===== src/hw/aas_params.svh =====
// Constants for the amplified converter sequencer
`ifndef AAS_PARAMS_SVH
`define AAS_PARAMS_SVH
`define AAS_CLK_HZ        40000000
`define AAS_CLK_MHZ       (`AAS_CLK_HZ / 1000000)
`define AAS_CONV_TIME_NS  46000
`define AAS_CONV_CYC      ((`AAS_CONV_TIME_NS * (`AAS_CLK_HZ / 1000000)) / 1000)
`define AAS_PWRUP_NS      30000
`define AAS_SETTLE_SE_NS  54000
`define AAS_SETTLE_DF_NS  64000
`define AAS_WAIT_SE_CYC   (((`AAS_PWRUP_NS + `AAS_SETTLE_SE_NS) * `AAS_CLK_MHZ + 999) / 1000)
`define AAS_WAIT_DF_CYC   (((`AAS_PWRUP_NS + `AAS_SETTLE_DF_NS) * `AAS_CLK_MHZ + 999) / 1000)
`define AAS_AMP_DIRECT    2'h0
`define AAS_AMP_CH1       2'h1
`define AAS_AMP_BOTH      2'h2
`define AAS_AMP_DIFF      2'h3
`define AAS_CH_NONE       2'h0
`define AAS_RES_W         12
`define AAS_RES_ZERO      12'h000
`define AAS_CNT_W         12
`endif


===== src/hw/aas_pkg.sv =====
// Types for the amplified converter sequencer
package aas_pkg;
  typedef enum logic [1:0] {AAS_IDLE, AAS_CONV, AAS_HANG} aas_state_e;
  typedef logic [11:0] aas_res_t;
endpackage


===== src/hw/aas_sequencer.sv =====
// Sequencer for the amplified successive approximation converter
`timescale 1ns/1ps
`include "aas_params.svh"
module aas_sequencer
  import aas_pkg::*;
(
  input  wire logic       clk_sys,
  input  wire logic       resetn,
  input  wire logic       conv_clock_range_sel,
  input  wire logic       auto_repeat_sel,
  input  wire logic       amp_enable_hi,
  input  wire logic       amp_enable_lo,
  input  wire logic       channel_one_select,
  input  wire logic       channel_zero_select,
  input  wire logic       run_set,
  input  wire logic       run_clear,
  input  wire aas_res_t   sar_value,
  input  wire logic       rd_channel,
  output logic            conversion_run,
  output logic            converter_on,
  output logic            conv_active_ch,
  output logic            amp_power_on,
  output logic            amp_settled,
  output logic            conv_end_irq,
  output logic            diff_mode,
  output aas_res_t        result_rd
);
  aas_state_e                state;
  logic [1:0]                amp_en;
  logic [1:0]                amp_prev;
  logic [1:0]                ch_latched;
  logic [`AAS_CNT_W-1:0]     settle_cnt;
  logic [`AAS_CNT_W-1:0]     conv_cnt;
  logic [`AAS_CNT_W-1:0]     conv_age;
  logic                      cur_ch;
  logic                      last_ch;
  logic                      wr_en;
  logic                      power_up;

  assign amp_en = {amp_enable_hi, amp_enable_lo};

  // Channel uses amplifier for this enable code
  function automatic logic amp_used(input logic [1:0] en, input logic ch);
    amp_used = (en == `AAS_AMP_BOTH) || (en == `AAS_AMP_DIFF) ||
               ((en == `AAS_AMP_CH1) && ch);
  endfunction

  // ***************************************
  // Amplifier power-up and settling wait
  // ***************************************
  // Code 01 is no power-up event, so channel 1 amplification shows settled at
  // once; software has to time that wait on its own
  assign power_up = (amp_prev == `AAS_AMP_DIRECT) && amp_used(amp_en, 1'b0);

  // Previous enable code
  always_ff @(posedge clk_sys) begin
    if (!resetn) amp_prev <= `AAS_AMP_DIRECT;
    else amp_prev <= amp_en;
  end

  // Settle counter restarts on each power-up event
  always_ff @(posedge clk_sys) begin
    if (!resetn) begin
      settle_cnt <= '0;
    end else if (power_up) begin
      settle_cnt <= (amp_en == `AAS_AMP_DIFF) ? `AAS_CNT_W'(`AAS_WAIT_DF_CYC)
                                              : `AAS_CNT_W'(`AAS_WAIT_SE_CYC);
    end else if (amp_en == `AAS_AMP_DIRECT) begin
      settle_cnt <= '0;
    end else if (settle_cnt != '0) begin
      settle_cnt <= settle_cnt - `AAS_CNT_W'(1);
    end
  end

  assign amp_power_on = amp_used(amp_en, 1'b1);
  assign amp_settled  = amp_power_on && (settle_cnt == '0) && !power_up;
  assign diff_mode    = (amp_en == `AAS_AMP_DIFF);

  // ***************************************
  // Conversion sequencer
  // ***************************************
  // A run ends after channel 1, after a lone channel 0, or after the single
  // differential conversion; enable changes mid-run are left to software
  assign last_ch = (cur_ch == 1'b1) || !ch_latched[1] || (diff_mode);
  assign wr_en   = (state == AAS_CONV) && (conv_cnt == '0);

  // State, latched channels and timing
  always_ff @(posedge clk_sys) begin
    if (!resetn) begin
      state      <= AAS_IDLE;
      ch_latched <= `AAS_CH_NONE;
      cur_ch     <= 1'b0;
      conv_cnt   <= '0;
    end else begin
      case (state)
        AAS_IDLE: begin
          if (run_set) begin
            ch_latched <= {channel_one_select, channel_zero_select};
            conv_cnt   <= `AAS_CNT_W'(`AAS_CONV_CYC - 1);
            if ({channel_one_select, channel_zero_select} == `AAS_CH_NONE) begin
              state <= AAS_HANG;
            end else begin
              state  <= AAS_CONV;
              cur_ch <= !channel_zero_select;
            end
          end
        end
        AAS_CONV: begin
          if (run_clear) begin
            state <= AAS_IDLE;
          end else if (conv_cnt != '0) begin
            conv_cnt <= conv_cnt - `AAS_CNT_W'(1);
          end else if (last_ch) begin
            state <= (auto_repeat_sel && !amp_power_on) ? AAS_CONV : AAS_IDLE;
            cur_ch   <= !ch_latched[0];
            conv_cnt <= `AAS_CNT_W'(`AAS_CONV_CYC - 1);
          end else begin
            cur_ch   <= 1'b1;
            conv_cnt <= `AAS_CNT_W'(`AAS_CONV_CYC - 1);
          end
        end
        // Empty selection parks here until software aborts the run
        AAS_HANG: begin
          if (run_clear) state <= AAS_IDLE;
        end
        default: state <= AAS_IDLE;
      endcase
    end
  end

  // End-of-conversion pulse
  always_ff @(posedge clk_sys) begin
    if (!resetn) conv_end_irq <= 1'b0;
    else conv_end_irq <= wr_en && last_ch && !run_clear;
  end

  // Cycles into the conversion in progress, so the checks can time each
  // conversion without trusting the down-counter that paces it
  always_ff @(posedge clk_sys) begin
    if (!resetn || (state != AAS_CONV) || wr_en) begin
      conv_age <= '0;
    end else begin
      conv_age <= conv_age + `AAS_CNT_W'(1);
    end
  end

  // Run bit is the state itself, so it falls in the cycle the interrupt rises, except in auto-repeat with the amplifier off, where the run goes on
  assign conversion_run = (state != AAS_IDLE);
  assign converter_on   = conversion_run;
  assign conv_active_ch = cur_ch;

  // Result store; differential result lands in channel 0
  aas_result_mem u_mem (
    .clk_sys (clk_sys),
    .wr_en   (wr_en && !run_clear),
    .wr_idx  (diff_mode ? 1'b0 : cur_ch),
    .wr_data (sar_value),
    .rd_idx  (rd_channel),
    .rd_data (result_rd)
  );
endmodule


===== src/hw/aas_result_mem.sv =====
// Two-entry result store, registered read
`timescale 1ns/1ps
`include "aas_params.svh"
module aas_result_mem
  import aas_pkg::*;
(
  input  wire logic     clk_sys,
  input  wire logic     wr_en,
  input  wire logic     wr_idx,
  input  wire aas_res_t wr_data,
  input  wire logic     rd_idx,
  output aas_res_t      rd_data
);
  aas_res_t mem [2];
  // Write port
  always_ff @(posedge clk_sys) begin
    if (wr_en) begin
      mem[wr_idx] <= wr_data;
    end
  end
  // Registered read port
  always_ff @(posedge clk_sys) begin
    rd_data <= mem[rd_idx];
  end
endmodule


===== config.mk =====
export PLATFORM = sky130hd
export DESIGN_NAME = aas_sequencer
export DESIGN_NICKNAME = d
export VERILOG_FILES = /design/src/hw/aas_pkg.sv /design/src/hw/aas_sequencer.sv /design/src/hw/aas_result_mem.sv
export VERILOG_INCLUDE_DIRS = /design/src /design/src/hw
export SDC_FILE = /design/constraint.sdc
export NUM_CORES = 1
export LEC_CHECK = 0
export ABC_AREA = 1
export BUFFER_PORTS_ARGS = -buffer_cell sky130_fd_sc_hd__buf_2
export CAP_MARGIN = 20
export CORE_MARGIN = 2
export CORE_UTILIZATION = 25
export DETAILED_ROUTE_END_ITERATION = 10
export GPL_TIMING_DRIVEN = 0
export PLACE_DENSITY = 0.53
export SLEW_MARGIN = 20
export SYNTH_ARGS = -nofsm -noshare
export SYNTH_HDL_FRONTEND = slang
export SYNTH_SLANG_ARGS = --single-unit

===== constraint.sdc =====
create_clock -name clk_sys -period 2.5 [get_ports clk_sys]
set_input_delay 0.125 -clock clk_sys [delete_from_list [all_inputs] [get_ports clk_sys]]
set_output_delay 0.125 -clock clk_sys [all_outputs]
set_load 0.1 [all_outputs]

Yosys cells after proc, flatten, opt, wreduce, memory -nomap -nowiden
Memory sizes are Yosys's and may differ from the RTL's. A register that Yosys moved wholly into a read port is not among the register bits. Index checks and enable logic that the tools add are counted. Widths: inputs -> output; s select.

Register bits: 32. Bits in writable memories: 24. Input port bits: 23. Output and inout port bits: 19. Logic and storage cells: 80. Memories kept: 1.

$add $sub $neg: 2. Eq/ne operators: 12. Muxes and demuxes: 25. Reductions and logical operators: 33.

Memory list: u_mem.mem (words 2, width 12, read ports 1, clocked after memory_dff 1, write ports 1, RTL line aas_result_mem.sv:14) `aas_res_t mem [2];`.

Operator list (number): $mux 12 (6); $logic_not 12->1 (2); $pmux 12 s2 (1); $reduce_bool 12->1 (2); $sub 12x1->12 const B (2); $mux 2 (6); $mux 10 (1); $ne 2x2->1 const B (5); $mux 1 (9); $logic_and 1x1->1 (8); $logic_not 2->1 (4); $eq 2x2->1 const B (3); $logic_not 1->1 (6); $ne 3x3->1 const B (2); $pmux 2 s3 (1); $reduce_and 5->1 (1); $eq 2x1->1 const B (2); $logic_or 1x1->1 (4); $reduce_and 4->1 (1); $reduce_bool 2->1 (2); $reduce_and 3->1 (1); $reduce_bool 3->1 (1); $pmux 1 s2 (1); $reduce_and 2->1 (1).

Depth between registers and ports, before layout
Depth after elaboration: 10. Gate-level depth with buffers: 10. Depth with buffers taken out: 10.

By module
A second synthesis with hierarchy kept.

Cell total of the unflattened synthesis: 357. Area, all modules: 2984.1 um2.

Modules (own cells, without submodules): aas_sequencer (instances 1, cells each 278, area an instance 1850.5 um2, sequential area each 640.6 um2); aas_result_mem (instances 1, cells each 79, area an instance 1133.6 um2, sequential area each 960.9 um2).

Worst setup path after synthesis
No wires, ideal clock.

Path type: register to register. Start: register cur_ch (netlist: conv_active_ch). End: memory u_mem.mem[1][0] in the netlist's numbering, enable pin. Setup time: 396 ps. Arrival: 2109 ps. Slack: -5 ps. Stages on the path, launching flop included: 3. Period minus slack after synthesis: 2505 ps. Cell sequence: dfxtp_1 inv_1 nor3_1.

Word-level cells in the longest chain between the ends: 1.

Ends and longest elaborated chain: start: declaration (RTL line aas_sequencer.sv:35) `logic cur_ch;`; start signal: assignment (RTL line aas_sequencer.sv:104) `cur_ch <= !channel_zero_select;`; start signal: assignment (RTL line aas_sequencer.sv:115) `cur_ch <= !ch_latched[0];`; $mux 1 (RTL line aas_sequencer.sv:156) `.wr_idx (diff_mode ? 1'b0 : cur_ch),`; end: declaration (RTL line aas_result_mem.sv:14).

Every way passes these cells.

Final worst setup path
Start: register settle_cnt[7]. End: output amp_settled.

Word-level cells in the longest chain between the ends: 3.

Ends and longest elaborated chain: start: declaration (RTL line aas_sequencer.sv:32) `` logic [`AAS_CNT_W-1:0] settle_cnt; ``; start signal: assignment (RTL line aas_sequencer.sv:66) `` settle_cnt <= (amp_en == `AAS_AMP_DIFF) ? `AAS_CNT_W'(`AAS_WAIT_DF_CYC) ``; start signal: assignment (RTL line aas_sequencer.sv:71) `` settle_cnt <= settle_cnt - `AAS_CNT_W'(1); ``; $logic_not 12->1 (RTL line aas_sequencer.sv:76) `assign amp_settled = amp_power_on && (settle_cnt == '0) && !power_up;`; $logic_and 1x1->1 (2 in a row) (RTL line aas_sequencer.sv:76); end: declaration (RTL line aas_sequencer.sv:23) `output logic amp_settled,`.

Every way passes these cells.

==> results.txt <==
- The synthesized design contains 24 enable-type register cells.
- Leakage power summed over all cells: 0.00170 µW
- Slew HR: 50.4%
- Fraction of the cycle the final worst path needs: 83.7%
* Flops & latches, synth: 68
- Per report_power, the clock group accounts for 28.8% of the total.
* Post-synthesis compound-gate area fraction: 6.48%
- Number of post-CTS setup repair buffers: 0
- Number of antenna violations at the first check in global routing: 0
- Final critical-path required period: between 2 and 2.5 ns
* Number of nets still failing antenna checks after routing: 0
- Total Routing Usage GR: around a tenth
- At the placement stage, the worst setup path has a slack of 0.214 ns.
- Die Wd: 113 µm
- DRT iter0 DRCs: 86
* Number of nets in the final layout: 430
- Global routing finished with a remaining overflow of 0.
- When the netlist entered floorplanning its net count stood at between 300 and 400.
* Syn avg cell area: 8.74 µm²
- At the worst endpoint, the required time is 2.38 ns.
* Main combinational cell family by area after synthesis: simple AND/OR/NAND/NOR gates
* Total power after layout: approximately 4300 µW
* Average wire length per cell after detail routing: 11.2 µm
- The final reports fail on DRC.
* Core Area: 11500 µm²
- Overall die area: 12800 µm²
- Setup violations remaining at the end of the flow were counted as 0.
- Half-perimeter wire length after placement: 4570 µm
- Buffer type at the clock tree root: clkbuf_16
- RSZ-0062 raised after global routing: false
* Adder-cell share of the synthesized area: 1.68%
* Die height: 113 µm
* Effective utilization at floorplan: 25.8%
- Deepest level of the CTS H-tree: 3
- Combinational logic burns between 30% and 40% of the power.
- Routability Congestion: about 0.86
* Number of antenna cells inserted: 0
* Clock Latency Late Sink: 0.33 ns
- Type of the worst min-delay path: in -> reg
- Via count of the first global-routing pass: 2312
- The placed instances occupy a cell area of 3360 µm².
- Net switching is 41.4% of the power.
- The run finished, with violations left.
* Num Clock Sinks: 68
- Area grow syn2layout: 27.5%
* Cell area power density: 1140 nW/µm²
- Crit path max fanout: 7
- Setup Crit Path Kind: reg -> out
- Wire length of the first global-routing pass: 10400 µm
- Worst setup skew after layout: 0.00775 ns
- After floorplanning, the core was divided into 39 placement rows.
* Maximum vdd ir drop: 0.362 mV
- Post-synth ARST share: 0%
* Number of search-and-repair iterations in the first detailed-routing pass: 7
- CTS Buf Count: 9
- # IOs: 42
- Cells fill 32.9% of the core in the end.
* Non-Filler Cell Area, Final: between 3000 and 4000 µm²
- Sum of routed wire length over all layers: a little over 6000 µm
- After clock tree synthesis, the clock-pin slew on the worst setup and hold paths is 0.06 ns.
- The worst setup path is captured at an output pin.
* Final-report max-slew violation count: 0
- The netlist uses 25 different library cells.
* Final Hold Vio Count: 0
- Post-route setup slack: 0.408 ns
- Internal power: between 2000 and 3000 µW
* Synthesized cell area: 2970 µm²
- Entering global routing, the biggest net connects 15 pins.
- Pin slew with the least headroom to its limit: 0.744 ns
- Across the run, the number of max-cap violations was 0.
- Total via count after detailed routing: 2367
* Portion of netlist area occupied by mux cells: 4.55%
- TritonCTS built the clock tree.
* Top FF cell, synth: dfxtp_1
- Sequential element share of the synthesized area: 53.9%
* Net Sw Power: 1800 µW
* Via/cell ratio: 4.30
- Synthesized-area fraction occupied by and/or/nand/nor cells: 25.3%
- STA classifies the critical path startpoint as a register.
* Critical path data arrival time: between 1.5 and 2 ns
* Sequential Power Share: between 30 and 40%
- Synth Instances: 340
* Number of warnings issued by yosys: 0
- The count of buffers added on input and output ports is 40.
- Number of remaining DRC errors: 6
* Maximum operating frequency: roughly 480 MHz
- Sum Neg Setup Slack: 0 ns
- In this run the deepest clock path goes through 2 buffers.
* Fraction of final layout cells with drive strength greater than 1: between 20% and 30%
* Share of the synthesized netlist area taken by xor and xnor gates: 1.18%
synth_stat cells, types with 6 or more instances:
cell type	count	area share, %
edfxtp_1	24	24
nor2_1	51	6.4
a21oi_1	18	3.0
mux2_2	12	4.5
nand3_1	22	3.7
nand2_2	6	1.3
o21ai_0	14	2.4
dfxtp_1	44	30
inv_1	46	5.8
nand4_1	10	2.1
nand2_1	60	7.6
layout by cell type (no fill, tap or decap), drive strengths merged:
master,instances
a21oi,18
a31oi,4
buf,43
clkbuf,10
clkinv,2
clkinvlp,1
dfxtp,44
dlygate4sd3,12
edfxtp,24
ha,4
inv,53
mux2,12
nand2,69
nand3,23
nand4,10
nor2,55
nor3,4
nor3b,1
o211ai,1
o21ai,14
xor2,4
worst paths after layout:
kind | start | to | slack, ns | depth (start not counted)
worst max-delay path | settle_cnt[7] | amp_settled | 0.41 | 6
worst min-delay path | amp_enable_lo | amp_prev[0] | 0.03 | 3
worst max register to register | conv_cnt[0] | u_mem.mem[0][4] | 0.44 | 6
worst min register to register | settle_cnt[0] | settle_cnt[0] | 0.45 | 1
power by group through the flow:
stage / Sequential, µW / Combinational, µW / Clock [µW]
2_1_floorplan: 1560 / 1220 / 0
3_3_place_gp: 1470 / 1590 / 0
3_5_place_dp: 1480 / 1610 / 0
4_1_cts: 1460 / 1630 / 1270
5_1_grt: 1480 / 1840 / 1320
6_report: 1460 / 1630 / 1250
metal layers:
metal | GRT usage, % | share of wire [%] | vias to the layer above
met2 | 17.4 | 47 | 35
li1 | - | - | 1235
met4 | 2.28 | 0.71 | 0
met1 | 12.0 | 47 | 1092
met5 | 0 | 0 | -
met3 | 3.96 | 4.9 | 5
flip-flops by register name (all words and copies together) (netlist names):
name and count:
conv_cnt 12, u_mem.mem 24, conv_end_irq 1, u_mem.rd_data 12
ch_latched 2, amp_prev 2, conv_active_ch 1, settle_cnt 12
state 2
logic make-up (layout without fill, tap and decap cells):
kind of cell / after synthesis / count (layout)
muxes: 12 / 12
and+or+nand+nor: 162 / 162
DFF: 68 / 68
xor gates and xnor gates: 4 / 4
AOI/OAI and AO/OA: 37 / 37
buffers and inverters: 53 / 121
adders and majority gates: 4 / 4
cell type report:
cell class / count / area (µm²)
Clock buffer: 10 / 250
Timing Repair Buffer: 52 / 320
Multi-Input combinational cell: 219 / 1180
Buffer: 3 / 17.5
Clock inverter: 6 / 51.3
Inverter: 50 / 188
Tap cell: 143 / 179
Fill cell: 1197 / 7730
Sequential cell: 68 / 1600
repair_timing:
item,CTS,global route
hold buffers,12,0
endpoints found under the hold margin,24,0
resized for setup,0,1
endpoints found under the setup margin,0,12
critical path, cell delays in order (launching register included):
cell and delay [ns]:
dfxtp_1 0.35, nor2_1 0.13, inv_1 0.08, nor2_1 0.18
nand4_1 0.27, nor2_1 0.18, buf_2 0.44
stage by stage:
step | cells | hold slack, ns
global placement | 523 | 0.315
floorplan | 340 | 0.218
finish | 551 | 0.0298
CTS | 551 | 0.0197
global route | 551 | 0.0542
detailed placement | 523 | 0.321
Note: power is estimated with default switching activity, not from simulation.
